--- src/core/dsp_defs.vh ---
/*
 * register addresses, field positions and timing counts for the digital
 * line port with its serial shifter.
 * assumes a 100 MHz system clock and a 16-bit register port.
 */
`ifndef DSP_DEFS_VH
`define DSP_DEFS_VH

// register addresses (16-bit register space)
`define DSP_ADDR_LINE_IN       7'h07
`define DSP_ADDR_LINE_OUT      7'h0a
`define DSP_ADDR_PORT_CTRL     7'h0b
`define DSP_ADDR_JOINT_STAT1   7'h1b
`define DSP_ADDR_SERIAL_BYTE   7'h1c
`define DSP_ADDR_JOINT_STAT2   7'h1d
`define DSP_ADDR_CLK_CONFIG    7'h38
`define DSP_ADDR_GEN_CTRL      7'h47

// field positions
`define DSP_BIT_GO             8
`define DSP_BIT_ENABLE         9
`define DSP_BIT_PERIOD_SEL     10
`define DSP_BIT_SW_STROBE      11
`define DSP_BIT_ACTIVE         12
`define DSP_BIT_HALVE          13
`define DSP_SER_OUT_LSB        8
`define DSP_GEN_LSB            8

// serial line positions within the bidirectional lines
`define DSP_SER_OUT_IDX        0
`define DSP_SER_IN_IDX         4

// serial timebase divider: slow timebase divided by 12
`define DSP_SLOW_DIV           12
// base timebase prescale: 100 MHz to a 20 MHz input timebase
`define DSP_BASE_PRESCALE      5
// bits in one serial transfer
`define DSP_SER_BITS           8
// sized end points of the counters
`define DSP_PRE_LAST           3'h4
`define DSP_DIV_MID            4'h5
`define DSP_DIV_LAST           4'hb
`define DSP_BIT_LAST           4'h7

// reset values
`define DSP_RST_BYTE           8'h00
`define DSP_RST_WORD           16'h0000

`endif

--- src/core/dsp_port.v ---
/*
 * digital line port top: eight bidirectional lines, hardware serial shifter,
 * strobe pin, generic control outputs and status inputs behind a 16-bit
 * register port.
 * assumes synchronous pins and a single-cycle register read and write.
 */
`timescale 1ns/100ps
`include "dsp_defs.vh"

////////////////////////////////////////////////////////////////////////////
// Contract
// strobe pin is software output when serial off
// control bit 9 selects strobe pin owner
// start bit 8 self-clears, needs enable
// bit 10 picks divided or secondary timebase
// bit 13 of address 56 halves timebase
// software sets halving per oscillator fitted
// direction bits set each line in or out
// address 7 reads line levels
// output bits drive only output lines
// bits 8..15 at address 10 hold send byte
// address 28 returns received byte
// software avoids reading byte mid transfer
// active flag high during first seven bits
// software waits one period after flag falls
// strobe shows inverse of software bit 11
// address 71 bits 8..15 drive control pins
// address 29 bits 8..11 show status pins
// input sampled on strobe rising edge
// output changes on strobe falling edge
// most significant bit first both directions
// strobe pulses low once per bit
// start ignored while transfer runs
module dsp_port (
	input  wire        sys_clk,            // system clock, 100 MHz
	input  wire        rst_n,              // synchronous reset, active low
	input  wire        clk_en,             // freezes all state while low
	input  wire [6:0]  reg_addr,           // register address
	input  wire        reg_wr,             // write strobe
	input  wire        reg_rd,             // read strobe
	input  wire [15:0] reg_wdata,          // write data
	output reg  [15:0] reg_rdata,          // read data, registered
	input  wire [7:0]  bidir_lines_in,     // line levels at the pins
	output reg  [7:0]  bidir_lines_out,    // driven line levels
	output reg  [7:0]  bidir_lines_oe,     // high where the line drives
	output reg         strobe_serial_clock_pin, // strobe / serial clock
	output reg  [7:0]  generic_ctrl_pins,  // generic control outputs
	input  wire [3:0]  generic_status_pins, // generic status inputs
	input  wire        secondary_base_clock // second timebase input
);

	////////////////////////////////////////////////////////////////////////
	// register state
	reg  [7:0] line_direction_q;   // 1 output, 0 input
	reg  [7:0] line_levels_out_q;  // parallel output values
	reg  [7:0] shift_byte_out_q;   // serial send byte
	reg        hw_shift_enable_q;  // serial hardware owns strobe pin
	reg        shift_period_select_q; // serial period source
	reg        sw_strobe_level_q;  // software strobe level
	reg        shift_clock_halve_q; // halve input timebase
	reg  [7:0] gen_ctrl_q;         // generic control value
	reg        go_q;               // start pulse, self clearing

	wire       tick;               // half serial period tick
	wire       busy;               // transfer running
	wire       sh_strobe;          // shifter strobe level
	wire       sh_tx;              // shifter output bit
	wire [7:0] shift_byte_in;      // received byte
	wire       shift_active_flag;  // first seven bits running
	wire [7:0] line_levels_in;     // line levels as read back
	wire [7:0] drive_d;            // next line output values
	wire       ser_drive;          // serial bit owns line 0
	reg        strobe_d;           // next strobe pin level

	////////////////////////////////////////////////////////////////////////
	// timebase and shifter
	dsp_timebase u_tb (
		.sys_clk    (sys_clk),
		.rst_n      (rst_n),
		.clk_en     (clk_en),
		.halve      (shift_clock_halve_q),
		.period_sel (shift_period_select_q),
		.sec_base   (secondary_base_clock),
		.tick       (tick)
	);

	dsp_shifter u_sh (
		.sys_clk (sys_clk),
		.rst_n   (rst_n),
		.clk_en  (clk_en),
		.tick    (tick),
		.start   (go_q),
		.tx_byte (shift_byte_out_q),
		.rx_bit  (bidir_lines_in[`DSP_SER_IN_IDX]),
		.busy    (busy),
		.strobe  (sh_strobe),
		.tx_bit  (sh_tx),
		.rx_byte (shift_byte_in),
		.early   (shift_active_flag)
	);

	////////////////////////////////////////////////////////////////////////
	// register writes
	always @(posedge sys_clk) begin
		if (!rst_n) begin
			line_direction_q      <= `DSP_RST_BYTE;
			line_levels_out_q     <= `DSP_RST_BYTE;
			shift_byte_out_q      <= `DSP_RST_BYTE;
			hw_shift_enable_q     <= 1'b0;
			shift_period_select_q <= 1'b0;
			sw_strobe_level_q     <= 1'b0;
			shift_clock_halve_q   <= 1'b0;
			gen_ctrl_q            <= `DSP_RST_BYTE;
			go_q                  <= 1'b0;
		end else if (clk_en) begin
			go_q <= 1'b0;
			if (reg_wr) begin
				case (reg_addr)
					`DSP_ADDR_LINE_OUT: begin
						line_levels_out_q <= reg_wdata[7:0];
						shift_byte_out_q  <= reg_wdata[`DSP_SER_OUT_LSB +: 8];
					end
					`DSP_ADDR_PORT_CTRL: begin
						line_direction_q      <= reg_wdata[7:0];
						hw_shift_enable_q     <= reg_wdata[`DSP_BIT_ENABLE];
						shift_period_select_q <= reg_wdata[`DSP_BIT_PERIOD_SEL];
						sw_strobe_level_q     <= reg_wdata[`DSP_BIT_SW_STROBE];
						// start only when enabled in the same write and idle
						go_q <= reg_wdata[`DSP_BIT_GO] & reg_wdata[`DSP_BIT_ENABLE] & ~busy;
					end
					`DSP_ADDR_CLK_CONFIG: begin
						shift_clock_halve_q <= reg_wdata[`DSP_BIT_HALVE];
					end
					`DSP_ADDR_GEN_CTRL: begin
						gen_ctrl_q <= reg_wdata[`DSP_GEN_LSB +: 8];
					end
					default: begin
						go_q <= 1'b0; // other addresses store nothing
					end
				endcase
			end
		end
	end

	////////////////////////////////////////////////////////////////////////
	// per-line drive and read-back
	// the last bit still stands on the cycle the strobe pin rises
	assign ser_drive = busy | (hw_shift_enable_q & ~strobe_serial_clock_pin);

	genvar g;
	generate
		for (g = 0; g < 8; g = g + 1) begin : g_line
			if (g == `DSP_SER_OUT_IDX) begin : g_ser
				assign drive_d[g] = ser_drive ? sh_tx : line_levels_out_q[g];
			end else begin : g_par
				assign drive_d[g] = line_levels_out_q[g];
			end
			// output lines read back the driven value
			assign line_levels_in[g] = line_direction_q[g] ? bidir_lines_out[g] : bidir_lines_in[g];
		end
	endgenerate

	////////////////////////////////////////////////////////////////////////
	// strobe pin source select
	always @* begin
		if (hw_shift_enable_q)
			strobe_d = sh_strobe;
		else
			strobe_d = ~sw_strobe_level_q;
	end

	////////////////////////////////////////////////////////////////////////
	// registered pin outputs
	always @(posedge sys_clk) begin
		if (!rst_n) begin
			bidir_lines_out         <= `DSP_RST_BYTE;
			bidir_lines_oe          <= `DSP_RST_BYTE;
			strobe_serial_clock_pin <= 1'b1;
			generic_ctrl_pins       <= `DSP_RST_BYTE;
		end else if (clk_en) begin
			bidir_lines_out         <= drive_d & line_direction_q;
			bidir_lines_oe          <= line_direction_q;
			strobe_serial_clock_pin <= strobe_d;
			generic_ctrl_pins       <= gen_ctrl_q;
		end
	end

	////////////////////////////////////////////////////////////////////////
	// register reads, one cycle after the strobe
	always @(posedge sys_clk) begin
		if (!rst_n) begin
			reg_rdata <= `DSP_RST_WORD;
		end else if (clk_en) begin
			if (reg_rd) begin
				case (reg_addr)
					`DSP_ADDR_LINE_IN:
						reg_rdata <= {8'h00, line_levels_in};
					`DSP_ADDR_JOINT_STAT1:
						reg_rdata <= {3'h0, shift_active_flag, 12'h000};
					`DSP_ADDR_SERIAL_BYTE:
						reg_rdata <= {8'h00, shift_byte_in};
					`DSP_ADDR_JOINT_STAT2:
						reg_rdata <= {4'h0, generic_status_pins, 8'h00};
					default:
						reg_rdata <= `DSP_RST_WORD;
				endcase
			end
		end
	end

endmodule

--- src/core/dsp_shifter.v ---
/*
 * eight-bit serial shifter: drives the strobe low for the first half of
 * each bit, changes output on the falling edge, samples on the rising edge.
 * assumes ticks arrive at half serial periods.
 */
`timescale 1ns/100ps
`include "dsp_defs.vh"

module dsp_shifter (
	input  wire       sys_clk,   // system clock
	input  wire       rst_n,     // synchronous reset, active low
	input  wire       clk_en,    // freezes state while low
	input  wire       tick,      // half period tick
	input  wire       start,     // begin a transfer
	input  wire [7:0] tx_byte,   // byte to send
	input  wire       rx_bit,    // serial input level
	output reg        busy,      // transfer running
	output reg        strobe,    // serial clock level
	output reg        tx_bit,    // serial output level
	output reg  [7:0] rx_byte,   // collected byte
	output wire       early      // one of the first seven bits running
);

	reg [7:0] sh_q;   // outgoing shift register
	reg [3:0] cnt_q;  // bit counter

	assign early = busy & (cnt_q < `DSP_BIT_LAST);

	////////////////////////////////////////////////////////////////////////
	// shift sequencer
	always @(posedge sys_clk) begin
		if (!rst_n) begin
			busy    <= 1'b0;
			strobe  <= 1'b1;
			tx_bit  <= 1'b0;
			rx_byte <= `DSP_RST_BYTE;
			sh_q    <= `DSP_RST_BYTE;
			cnt_q   <= 4'h0;
		end else if (clk_en) begin
			if (!busy) begin
				if (start) begin
					busy  <= 1'b1;
					sh_q  <= tx_byte;
					cnt_q <= 4'h0;
				end
			end else if (tick) begin
				if (strobe) begin
					strobe <= 1'b0;
					tx_bit <= sh_q[7];
					sh_q   <= {sh_q[6:0], 1'b0};
				end else begin
					strobe  <= 1'b1;
					rx_byte <= {rx_byte[6:0], rx_bit};
					if (cnt_q == `DSP_BIT_LAST)
						busy <= 1'b0;
					cnt_q <= cnt_q + 4'h1;
				end
			end
		end
	end

endmodule

--- src/core/dsp_timebase.v ---
/*
 * serial clock enable generator: prescales the system clock to an input
 * timebase, optionally halves it, divides by twelve, or picks the second
 * timebase input, and emits a one-cycle tick per half serial period.
 * assumes the secondary timebase is a synchronous level input.
 */
`timescale 1ns/100ps
`include "dsp_defs.vh"

module dsp_timebase (
	input  wire       sys_clk,     // system clock
	input  wire       rst_n,       // synchronous reset, active low
	input  wire       clk_en,      // freezes state while low
	input  wire       halve,       // halve the input timebase
	input  wire       period_sel,  // 0 divide by 12, 1 secondary timebase
	input  wire       sec_base,    // secondary base clock level
	output reg        tick         // one pulse per half serial period
);

	reg [2:0] pre_q;   // prescaler to input timebase
	reg       half_q;  // halving toggle
	reg [3:0] div_q;   // divide-by-12 counter
	reg       sec_q;   // previous secondary base level
	wire      base_tick;
	wire      slow_tick;
	wire      div_tick;

	assign base_tick = (pre_q == `DSP_PRE_LAST);
	assign slow_tick = base_tick & (~halve | half_q);
	assign div_tick  = slow_tick & ((div_q == `DSP_DIV_MID) | (div_q == `DSP_DIV_LAST));

	////////////////////////////////////////////////////////////////////////
	// counters: tick at both halves of the divided period
	always @(posedge sys_clk) begin
		if (!rst_n) begin
			pre_q  <= 3'h0;
			half_q <= 1'b0;
			div_q  <= 4'h0;
			sec_q  <= 1'b0;
			tick   <= 1'b0;
		end else if (clk_en) begin
			pre_q <= base_tick ? 3'h0 : pre_q + 3'h1;
			if (base_tick)
				half_q <= ~half_q;
			if (slow_tick)
				div_q <= (div_q == `DSP_DIV_LAST) ? 4'h0 : div_q + 4'h1;
			sec_q <= sec_base;
			if (period_sel)
				tick <= sec_base ^ sec_q;
			else
				tick <= div_tick;
		end
	end

endmodule

--- config.mk ---
export PLATFORM = sky130hd
export DESIGN_NAME = dsp_port
export DESIGN_NICKNAME = d
export VERILOG_FILES = /design/src/core/dsp_port.v /design/src/core/dsp_shifter.v /design/src/core/dsp_timebase.v
export VERILOG_INCLUDE_DIRS = /design/src /design/src/core
export SDC_FILE = /design/constraint.sdc
export NUM_CORES = 1
export LEC_CHECK = 0
export BUFFER_PORTS_ARGS = -buffer_cell sky130_fd_sc_hd__clkbuf_2
export CORE_ASPECT_RATIO = 1.25
export CORE_UTILIZATION = 50
export CTS_BUF_LIST = sky130_fd_sc_hd__clkbuf_16
export DETAILED_ROUTE_END_ITERATION = 16
export PLACE_DENSITY = 0.68
export SLEW_MARGIN = 20
export SYNTH_ARGS = -nofsm -noshare
export SYNTH_HDL_FRONTEND = slang
export SYNTH_SLANG_ARGS = --single-unit
--- constraint.sdc ---
create_clock -name sys_clk -period 2 [get_ports sys_clk]
set_input_delay 0.2 -clock sys_clk [delete_from_list [all_inputs] [get_ports sys_clk]]
set_output_delay 0.2 -clock sys_clk [all_outputs]
set_load 0.02 [all_outputs]
== Word-level counts from Yosys, hierarchy flattened ==
Cells that the tools add are included.

* Output and inout bits: 41
* Bits of input ports: 41
* Flip-flop bits (word level): 111
* Word-level logic and storage cells: 104

* Add/sub/neg operators: 3
* Muxes and demuxes: 30
* Reductions and logical operators: 13
* Magnitude comparators: 1
* Bitwise gates (word level): 17
* Equal/unequal tests: 15

{| class="wikitable"
|+ Operators with widths
! operator !! number
|-
| 13-bit case mux with 4 select lines || 1
|-
| 8-bit two-way mux || 4
|-
| 7-bit by 5-bit == test with 1-bit output (second input constant) || 3
|-
| 4-bit two-way mux || 5
|-
| 1-bit two-way mux || 19
|-
| 4-bit AND reduction || 4
|-
| 3-bit AND reduction || 5
|-
| 7-bit by 4-bit == test with 1-bit output (second input constant) || 2
|-
| 4-bit by 1-bit adder with 4-bit output (second input constant) || 2
|-
| 8-bit AND || 1
|-
| 4-bit by 3-bit == test with 1-bit output (second input constant) || 2
|-
| 7-bit by 3-bit == test with 1-bit output (second input constant) || 1
|-
| 7-bit by 6-bit == test with 1-bit output (second input constant) || 1
|-
| 7-bit == test (second input constant) || 1
|-
| 1-bit AND || 6
|-
| 2-bit inequality test (second input constant) || 3
|-
| 1-bit NOT || 6
|-
| 2-bit AND reduction || 3
|-
| 4-bit == test (second input constant) || 1
|-
| 4-bit by 3-bit < comparator with 1-bit output (second input constant) || 1
|-
| 3-bit by 1-bit adder with 3-bit output (second input constant) || 1
|-
| 3-bit == test (second input constant) || 1
|-
| 3-bit two-way mux || 1
|-
| 1-bit bitwise OR || 3
|-
| other kinds (2) || 2
|}

== Logic depth before layout (Yosys ltp) ==
Gate-level depths: netlist of run 1.

* Depth in word-level cells: 5
* Depth in mapped cells: 7
* Gate-level depth less buffers: 6

== Hierarchy ==
From an unflattened synthesis of run 1, not the netlist that was laid out.

* Cell total of the unflattened synthesis: 479
* Area total of the unflattened synthesis: 4,788.3 um^2

{| class="wikitable"
|+ By module, submodules not included
! module !! times used !! sequential area each (um^2) !! area an instance (um^2) !! cells each
|-
| dsp_port || 1 || 1,501.4 || 3,148.0 || 296
|-
| dsp_shifter || 1 || 460.4 || 1,074.8 || 121
|-
| dsp_timebase || 1 || 200.2 || 565.5 || 62
|}

== Worst setup path after synthesis of run 1 ==
OpenSTA, ideal clock, no wires.

* Path kind: input to register
* From: in reg_addr[6]
* To: reg line_levels_out_q[0]
* Setup time: 0.116 ns
* Arrival: 1.597 ns
* Cell stages on the path: 6
* Required time: 1.884 ns
* Buffers on the path: 2
* Slack: 0.287 ns
* Cell sequence: or3b_4 > or4_1 > buf_6 > buf_6 > mux2i_1 > nor2b_1

* Word-level cells in the longest chain between the ends: 2

{| class="wikitable"
|+ RTL lines
! item !! line !! text
|-
| from (decl) || dsp_port.v:38 || <nowiki>input wire [6:0] reg_addr,</nowiki>
|-
| 7-bit by 4-bit == test with 1-bit output || dsp_port.v:118 || <nowiki>case (reg_addr)</nowiki>
|-
| 3-bit AND reduction (no line) || -- ||
|-
| to (signal assigned) || dsp_port.v:107 || <nowiki>line_levels_out_q <= `DSP_RST_BYTE;</nowiki>
|-
| to (signal assigned) || dsp_port.v:120 || <nowiki>line_levels_out_q <= reg_wdata[7:0];</nowiki>
|-
| to (decl) || dsp_port.v:55 || <nowiki>reg [7:0] line_levels_out_q;</nowiki>
|}

Every way passes these cells.
A chain may end at the register's enable or synchronous reset.

== Worst setup path after layout of run 1 ==
* From: reg u_tb.pre_q[0]
* To: reg u_tb.div_q[0]

* Word-level cells in the longest chain between the ends: 3

{| class="wikitable"
|+ RTL lines
! item !! line !! text
|-
| from (decl) || dsp_timebase.v:20 || <nowiki>reg [2:0] pre_q;</nowiki>
|-
| from (signal assigned) || dsp_timebase.v:42 || <nowiki>pre_q <= base_tick ? 3'h0 : pre_q + 3'h1;</nowiki>
|-
| 3-bit == test (no line) || -- ||
|-
| 1-bit AND || dsp_timebase.v:29 || <nowiki>assign slow_tick = base_tick & (~halve | half_q);</nowiki>
|-
| 2-bit AND reduction (no line) || -- ||
|-
| to (signal assigned) || dsp_timebase.v:46 || <nowiki>div_q <= (div_q == `DSP_DIV_LAST) ? 4'h0 : div_q + 4'h1;</nowiki>
|-
| to (decl) || dsp_timebase.v:22 || <nowiki>reg [3:0] div_q;</nowiki>
|}

Every way passes these cells.

==> results of run 1 <==
[sequential cells by signal (all words and copies together) (netlist names), 3 cells and up]
signal and flops:
reg_rdata 13, bidir_lines_oe 8, bidir_lines_out 8, gen_ctrl_q 8, generic_ctrl_pins 8, line_direction_q 8, line_levels_out_q 8, shift_byte_out_q 8
u_sh.rx_byte 8, u_sh.sh_q 8, u_sh.cnt_q 4, u_tb.div_q 4, u_tb.pre_q 3
[metal layers]
metal | track usage | share of wire | up-vias
met2 | 0.388 | 0.49 | 87
met3 | 0.0469 | 0.047 | 16
li1 | - | - | 1811
met5 | 0 | 0 | -
met1 | 0.258 | 0.44 | 1661
met4 | 0.100 | 0.028 | 0
[worst max-delay path by stage]
| stage | cells after the start | slack, ns | endpoint |
|---|---|---|---|
| 2_1_floorplan | 6 | 0.29 | line_levels_out_q[0] |
| 3_3_place_gp | 6 | 0.21 | line_levels_out_q[0] |
| 3_5_place_dp | 6 | 0.14 | line_levels_out_q[6] |
| 4_1_cts | 6 | 0.40 | u_tb.div_q[0] |
| 5_1_grt | 6 | 0.25 | u_tb.div_q[0] |
| 6_report | 6 | 0.41 | u_tb.div_q[0] |
[report_power, final]
group          internal (uW)  leakage (uW)  switching [uW]  total (uW)
clock                    991      0.000152             815        1810
sequential              2160      0.000870            6.51        2160
combinational           94.9       0.00127             117         212
[stage by stage]
step                       util  setup slack, ns  cells
final                     0.609            0.414    685
after global routing      0.609            0.251    685
after CTS                 0.609            0.400    685
after detailed placement  0.575            0.142    669
after global placement    0.575            0.206    669
after floorplan               -            0.287    482
[placed cells by master (no fill, tap or decap), types with 10 or more instances in the layout]
| master | count |
|---|---|
| a21boi_0 | 24 |
| mux2i_1 | 63 |
| dfxtp_1 | 108 |
| nand2b_1 | 14 |
| nand3_1 | 15 |
| nor2_1 | 10 |
| buf_4 | 12 |
| nand2_1 | 51 |
| o21ai_0 | 15 |
| nor2b_1 | 61 |
| clkbuf_2 | 78 |
[critical path: stages, from the launching register on]
cell and delay (ns):
dfxtp_1 0.34, inv_1 0.07, ha_1 0.15, and2_1 0.26, nand3_1 0.18, or3_1 0.38, a21boi_0 0.14
[area by class of cell]
type | instances | area [sq um] | area share
Tap cell | 123 | 154 | 0.0277
Clock inverter | 7 | 81.3 | 0.0146
Sequential cell | 108 | 2160 | 0.389
Multi-Input combinational cell | 339 | 2380 | 0.429
Timing Repair Buffer | 92 | 520 | 0.0937
Inverter | 7 | 26.3 | 0.00473
Clock buffer | 9 | 225 | 0.0406
[Yosys cell counts (2+ instances only)]
cell type  number  area (sq um)
a21boi_0       24           180
a21oi_1         5          25.0
a22oi_1         9          67.6
a31oi_1         2          12.5
and2_1          6          37.5
and3_1          4          25.0
and3b_1         2          17.5
buf_1           3          11.3
buf_2           2          10.0
buf_4           3          22.5
buf_6           2          22.5
clkbuf_1       18          67.6
dfxtp_1       108          2160
ha_1            5          62.6
inv_1           7          26.3
mux2_2          8          90.1
mux2i_1        63           631
nand2_1        51           191
nand2b_1       14          87.6
nand3_1        15          75.1
nand4_1         2          12.5
nand4b_1        3          26.3
nand4bb_1       2          22.5
nor2_1         10          37.5
nor2b_1        61           382
nor3_1          2          10.0
nor3_2          2          20.0
o211a_1         8          80.1
o211ai_1        3          22.5
o21a_1          2          15.0
o21ai_0        15          75.1
or3_1           2          12.5
xor2_1          3          26.3
[cell families after synthesis]
family | count (synthesis)
multiplexers | 71
buffers and inverters | 35
adder cells (fa/ha/maj) | 5
other | 1
XOR/XNOR | 4
AND/OR/NAND/NOR | 185
flip-flops | 108
AO/OA/AOI/OAI | 71
==> impl_metrics.toml, run 1 <==
[job]
cap_violations = 0

[logic_synthesis]
muxShareOfSynthArea = 0.153
yosys.area_share.simple = 0.224
ys_warn_count = 0
yosysSeqAreaShare = 0.460
synthCells = 480
synth_enable_flop_cells = 0
yosys.area_share.xor_xnor = 0.00746
avgSynthCellArea_sq_um = 9.79
synthAdderAreaFrac = 0.0133
netlist-cell-type-count = 47
synth-main-ff-cell = "dfxtp_1"
synth_top_family_by_area = "simple AND/OR/NAND/NOR gates"
ys_ff_latch = 108
synth_compound_area_frac = 0.107
syn_area_sq_mm = 0.00470
async_reset_ff_frac = 0

[placed_design]
port_buffers = 78
dpl_cell_area_sq_mm = 0.00525
hpwl_um = 7320
place.gp.congestion = 0.781

[cells_and_area]
fill_cells = 836
drive_above_1_share = 0.217
fin_area_sq_mm = 0.00555
n_antenna_cell = 0
area_delta_synth_final_pct = 18.2
nNetsFinal = 603

[cts]
cts-resized-gates = 0
clock-sinks = 108
cts_max_level = 3
path_clk_slew_ns = 0.08
clockBufferDepth = 2
cts_tree = "built"
insertion_delay_ns = 0.34
cts_buffers = 9
hold_buffers = 0
root_buffer = "clkbuf_16"
postCtsSetupRepairBufs = 0

[grt]
grt_pass1_wl_um = 16300
grt_pass1_vias = 3472
grt_max_degree = 60
grt_usage = 0.222
grt.overflow.total = 0
antenna_found_initial = 0

[routing]
postRouteAntennaNets = 0
routed_wirelength_um = 10200
drc = 0
drtIter0Drc = 172
viasPerCell = 5.22
wl_per_cell_um = 14.9
vias = 3575
first_pass_iters = 5

[critical_path]
path_class = "register to register"
path_max_fanout = 7
r2r_start = "u_tb.pre_q[0]"
r2r_cells = 6
worstSetupStartpointType = "register"
startpoint = "u_tb.pre_q[0]"
crit_path_end_kind = "register"
r2r_end = "u_tb.div_q[0]"
worstPathArrival_ns = 1.86
required_ns = 2.27
rrSetupSlack_ns = 0.41

[hold_path]
hold_end = "reg_rdata[9]"
hold-path-cell-count = 3
hp-class = "input pin to register"
worst_hold_startpoint = "generic_status_pins[1]"

[floorplanning]
die_area_sq_mm = 0.00979
row_count = 39
core_area_sq_mm = 0.00913
initial_core_util = 0.515
die_w_um = 88.7
die_h_um = 110
io_pins = 82

[timing]
fin_crit_ns = 1.59
skew_ns = 0.00817
hold_slack_ns = 0.0968
tightest_slew_ns = 0.530
setup_tns_ns = 0
hold_violations = 0
setup_viol = 0
slew_viol_final = 0
max_freq_mhz = 630
grt_setup_unrepaired = "no"
slew_headroom = 0.644
min_period_over_period = 0.793

[power_and_ir_drop]
power_uw = 4180
peakVddDrop_uv = 457
p_leak_uw = 0.00229
p_per_area_mw_per_mm2 = 753

[outcome]
status = "finished clean"
No activity file was read; power rests on OpenSTA's default activity.
==> run 2, diff against run 1 <==
==> constraint.sdc (replaced) <==
create_clock -name sys_clk -period 1.6 [get_ports sys_clk]
set_input_delay 0.16 -clock sys_clk [delete_from_list [all_inputs] [get_ports sys_clk]]
set_output_delay 0.16 -clock sys_clk [all_outputs]
set_load 0.02 [all_outputs]
==> run 2 against run 1 <==
  * Clock power grew 17%
  * Die area did not move
  * Worst setup slack got worse by 0.29 ns
  * Core utilization up 0.96 points
  * Clock skew fell by 0.0020 ns
  * Total power increased by 22%
  * Non-clock buffer count is 12 higher
  * Routed wire length down 0.68%
  * Sequential cell count is the same
  * Global-route usage decreased by 0.52 points
  * Register-to-register slack lost 0.29 ns
  * Sequential share of layout area fell by 0.60 points
  * Critical endpoint unchanged
  * Largest cell class unchanged
  * Highest routed layer unchanged
==> impl_metrics.toml, run 2 (same netlist as run 1, synthesis figures left out) <==
[grt]
grt_pass1_wl_um = 15900
antenna_found_initial = 0
grt_max_degree = 60
groute.layer.met3.usage = 0.0447
use_met2 = 0.379
grt.overflow.total = 0
grt_pass1_vias = 3395
grt_usage = 0.217
busiest_layer = "met2"
grt_use_met1 = 0.253

[floorplanning]
die_w_um = 88.7
io_pins = 82
core_area_sq_mm = 0.00913
die_h_um = 110
die_area_sq_mm = 0.00979
initial_core_util = 0.515
row_count = 39

[cts]
postCtsSetupRepairBufs = 0
cts_max_level = 3
clock-sinks = 108
cts_tree = "built"
clockBufferDepth = 2
path_clk_slew_ns = 0.07
insertion_delay_ns = 0.35
root_buffer = "clkbuf_16"
cts_buffers = 9

[timing]
slew_viol_final = 0
fin_crit_ns = 1.48
hold_violations = 0
grt_setup_unrepaired = "no"
skew_ns = 0.00615
setup_tns_ns = 0
min_period_over_period = 0.925
setup_viol = 0
max_freq_mhz = 676

[critical_path]
worstPathArrival_ns = 1.75
rrSetupSlack_ns = 0.12
worstSetupStartpointType = "register"
required_ns = 1.87
crit_path_end_kind = "register"
path_class = "register to register"
path_max_fanout = 7

[routing]
first_pass_iters = 4
postRouteAntennaNets = 0
wl_per_cell_um = 14.6
routed_wirelength_um = 10100
drc = 0
vias = 3548
viasPerCell = 5.09
drtIter0Drc = 136

[power_and_ir_drop]
p_leak_uw = 0.00234
p_per_area_mw_per_mm2 = 903
peakVddDrop_uv = 494

[cells_and_area]
n_antenna_cell = 0
fin_util = 0.618
drive_above_1_share = 0.237
fin_area_sq_mm = 0.00564
largest-register = "reg_rdata"
area_delta_synth_final_pct = 20.1
final_common_cell = "dfxtp_1"
final_cell_mix = "dfxtp_1, clkbuf_2, mux2i_1, nor2b_1, nand2_1"
largest_reg_flops = 13
nNetsFinal = 615

[hold_path]
hp-class = "input pin to register"

[placed_design]
dpl_cell_area_sq_mm = 0.00535
hpwl_um = 7280
port_buffers = 78
place.gp.congestion = 0.830

[job]
cap_violations = 0

[outcome]
status = "finished clean"
[run 2: cell types whose count changed in the layout (fill, tap and decap cells not counted), sizes merged]
cell,previous run,this run
buf,14,26
bufinv,1,0
clkinv,3,4
clkinvlp,0,1
inv,10,9
[run 2: worst paths after layout]
| check | end | start | depth (start not counted) |
|---|---|---|---|
| worst max register to register | u_tb.div_q[0] | u_tb.pre_q[0] | 6 |
| worst max-delay path | u_tb.div_q[0] | u_tb.pre_q[0] | 6 |
| worst min-delay path | reg_rdata[8] | generic_status_pins[0] | 3 |
| worst min register to register | reg_rdata[7] | reg_rdata[7] | 2 |
[run 2: metrics by stage]
step | power [uW] | instances | hold WS (ns) | setup WS [ns]
global route | 5260 | 697 | 0.0796 | 0.00670
floorplan | 2920 | 482 | 0.305 | -0.0621
global placement | 3050 | 681 | 0.409 | -0.113
detailed placement | 3050 | 681 | 0.422 | -0.160
CTS | 5140 | 697 | 0.0484 | 0.0726
finish | 5090 | 697 | 0.0534 | 0.120
[run 2: layout make-up]
| cell class | instances | area (sq um) |
|---|---|---|
| Clock buffer | 9 | 225 |
| Clock inverter | 7 | 60.1 |
| Fill cell | 806 | 3480 |
| Inverter | 7 | 26.3 |
| Multi-Input combinational cell | 339 | 2390 |
| Sequential cell | 108 | 2160 |
| Tap cell | 123 | 154 |
| Timing Repair Buffer | 104 | 623 |
[run 2: metal layers]
layer / vias to the layer above / share of wire
met2: 86 / 0.50
li1: 1823 / -
met4: 0 / 0.021
met1: 1626 / 0.44
met3: 13 / 0.043
met5: - / 0
[run 2: critical path, stage by stage (launching register included)]
cell      delay (ns)
dfxtp_1         0.35
inv_1           0.07
ha_1            0.16
and2_4          0.18
nand3_1         0.11
or3_1           0.36
a21boi_0        0.18
[run 2: where the power goes]
group | internal [uW] | total (uW) | switching [uW] | leakage [uW]
registers | 2690 | 2700 | 9.12 | 0.000870
logic | 133 | 282 | 149 | 0.00133
clock network | 1080 | 2110 | 1030 | 0.000137
[run 2: repair_timing]
| action | 4_1_cts | 5_1_grt |
|---|---|---|
| hold endpoints to repair | 0 | 0 |
| gates cloned | 0 | 0 |
| endpoints found under the setup margin | 1 | 1 |
| hold buffers | 0 | 0 |
| resized for setup | 1 | 1 |
==> run 3, diff against run 2 <==
--- a/config.mk
+++ b/config.mk
@@ -6,12 +6,13 @@
 export SDC_FILE = /design/constraint.sdc
 export NUM_CORES = 1
 export LEC_CHECK = 0
+export ABC_AREA = 1
 export BUFFER_PORTS_ARGS = -buffer_cell sky130_fd_sc_hd__clkbuf_2
 export CORE_ASPECT_RATIO = 1.25
 export CORE_UTILIZATION = 50
 export CTS_BUF_LIST = sky130_fd_sc_hd__clkbuf_16
 export DETAILED_ROUTE_END_ITERATION = 16
-export PLACE_DENSITY = 0.68
+export PLACE_DENSITY = 0.72
 export SLEW_MARGIN = 20
 export SYNTH_ARGS = -nofsm -noshare
 export SYNTH_HDL_FRONTEND = slang
==> constraint.sdc (replaced) <==
create_clock -name sys_clk -period 1.3 [get_ports sys_clk]
set_input_delay 0.13 -clock sys_clk [delete_from_list [all_inputs] [get_ports sys_clk]]
set_output_delay 0.13 -clock sys_clk [all_outputs]
set_load 0.02 [all_outputs]
==> run 3 against run 2 <==
  * Global-route usage grew 2.0 points
  * Critical path type unchanged
  * Hold slack lost 0.035 ns
  * Sequential cell count is the same
  * Clock skew grew 0.0010 ns
  * Register-to-register slack lost 0.04 ns
  * Cell area shrank 3.2%
  * Area after synthesis shrank 3.5%
  * Clock power grew 33%
  * Combinational power grew 60%
  * Sequential share of layout area grew 1.3 points
  * Total power grew 30%
  * Largest power group unchanged
  * Sequential power grew 24%
==> impl_metrics.toml, run 3 <==
[outcome]
status = "finished clean"

[timing]
max_freq_mhz = 818
skew_ns = 0.00718
setup_viol = 0
slew_viol_final = 0
min_period_over_period = 0.941
grt_setup_unrepaired = "no"
hold_violations = 0
setup_tns_ns = 0
fin_crit_ns = 1.22

[cells_and_area]
n_antenna_cell = 0
nNetsFinal = 742
final_cell_mix = "nand2_1, dfxtp_1, clkbuf_2, a21oi_1, nor2_1"
largest-register = "reg_rdata"
final_common_cell = "nand2_1"
area_delta_synth_final_pct = 20.4
drive_above_1_share = 0.211
fin_area_sq_mm = 0.00546
fill_cells = 841
largest_reg_flops = 13

[cts]
cts_tree = "built"
cts_buffers = 9
clock-sinks = 108
path_clk_slew_ns = 0.07
insertion_delay_ns = 0.35
root_buffer = "clkbuf_16"
hold_buffers = 0
clockBufferDepth = 2
cts_max_level = 3

[floorplanning]
die_area_sq_mm = 0.00946
die_w_um = 87.2
initial_core_util = 0.518
core_area_sq_mm = 0.00875
io_pins = 82
die_h_um = 108
row_count = 38

[critical_path]
worstPathArrival_ns = 1.50
worstSetupStartpointType = "register"
slowest_delay_ns = 0.33
cp_cell_sequence = "inv_2, ha_4, nand3_4, nor2_4, buf_4, o21ai_0, a21oi_1"
path_buf_inv = 2
required_ns = 1.58
critPathTopFamily = "flip-flops"
slowest_stage = "dfxtp_1"
path_class = "register to register"
path_max_fanout = 5
crit_path_end_kind = "register"

[routing]
viasPerCell = 5.13
postRouteAntennaNets = 0
routed_wirelength_um = 10800
drc = 0
vias = 4210
first_pass_iters = 5
wl_per_cell_um = 13.1
drtIter0Drc = 247

[logic_synthesis]
yosysSeqAreaShare = 0.477
synthAdderAreaFrac = 0.0138
muxShareOfSynthArea = 0
yosys.area_share.xor_xnor = 0.00193
synth_commonest_cells = "nand2_1, dfxtp_1, a21oi_1, nor2_1, inv_1"
synthCells = 616
netlist-cell-type-count = 33
avgSynthCellArea_sq_um = 7.36
synth_top_family_by_area = "simple AND/OR/NAND/NOR gates"
async_reset_ff_frac = 0
syn_area_sq_mm = 0.00454
yosys.area_share.simple = 0.252
synth_enable_flop_cells = 0
yosysMostFrequentCell = "nand2_1"
synth_area_leader_cell = "dfxtp_1"
synth_top_area_frac = 0.477
ys_warn_count = 0
ys_ff_latch = 108
synth-main-ff-cell = "dfxtp_1"
synth_compound_area_frac = 0.172
ys_top_cells_by_area = "dfxtp_1, nand2_1, a21oi_1, nor2_1, o21ai_1"

[grt]
grt_pass1_wl_um = 17500
grt_usage = 0.237
antenna_found_initial = 0
grt_max_degree = 63
grt_pass1_vias = 3927
grt.overflow.total = 0

[power_and_ir_drop]
peakVddDrop_uv = 674
p_per_area_mw_per_mm2 = 1210
p_leak_uw = 0.00231

[hold_path]
hp-class = "input pin to register"

[placed_design]
dpl_cell_area_sq_mm = 0.00506
hpwl_um = 7660
port_buffers = 78
place.gp.congestion = 0.804

[job]
cap_violations = 0
==> run 3: routing by layer <==
metal	wire (um)	GRT usage	part of all wire	vias to the layer above
met4	231	0.104	0.021	0
met5	0	0	0	-
met3	581	0.0336	0.054	17
li1	-	-	-	2168
met1	4500	0.281	0.42	1899
met2	5470	0.421	0.51	126
==> run 3: kinds of logic after synthesis <==
group,Yosys count
AOI/OAI and AO/OA,154
xor gates and xnor gates,1
adders and majority gates,5
buffers and inverters,82
DFF,108
other,1
and+or+nand+nor,265
==> run 3: final cells by class <==
class	instances	area, sq um	share of cell area
sequential	108	2160	0.397
multi-input combinational	428	2060	0.378
timing repair buffer	97	566	0.104
clock buffer	9	225	0.0413
inverter	52	205	0.0376
tap	120	150	0.0275
clock inverter	7	85.1	0.0156
==> run 3: final timing paths <==
kind / startpoint / to / slack [ns] / cells after the start
worst max-delay path: u_tb.pre_q[1] / u_tb.div_q[1] / 0.08 / 7
worst min register to register: gen_ctrl_q[4] / gen_ctrl_q[4] / 0.46 / 2
worst max register to register: u_tb.pre_q[1] / u_tb.div_q[1] / 0.08 / 7
worst min-delay path: generic_status_pins[2] / reg_rdata[10] / 0.02 / 3
==> run 3: stage by stage <==
step	hold slack, ns	instances	worst slack, ns	total power [uW]	utilization
floorplan	0.265	618	0.0730	3690	-
CTS	0.0234	820	0.0391	6630	0.616
detailed placement	0.387	804	-0.0784	3870	0.579
global placement	0.382	804	0.0203	3860	0.579
global route	0.0298	821	0.000550	6840	0.624
finish	0.0180	821	0.0773	6610	0.624
==> run 3: worst reg2reg max path, stage by stage (launching register included) <==
cell     delay [ns]
dfxtp_1        0.33
inv_2          0.09
ha_4           0.15
nand3_4        0.09
nor2_4         0.17
buf_4          0.13
o21ai_0        0.07
a21oi_1        0.13
==> run 3: report_power, final <==
group | switching [uW] | total [uW] | internal [uW]
combinational | 289 | 450 | 161
clock | 1270 | 2800 | 1530
sequential | 20.7 | 3360 | 3340
total | 1580 | 6610 | 5030
==> run 3: timing repair <==
item                                    CTS  global route
setup buffers                             0             1
pin swaps                                 1             3
endpoints found under the setup margin    1            17
gates resized for setup                   2            21
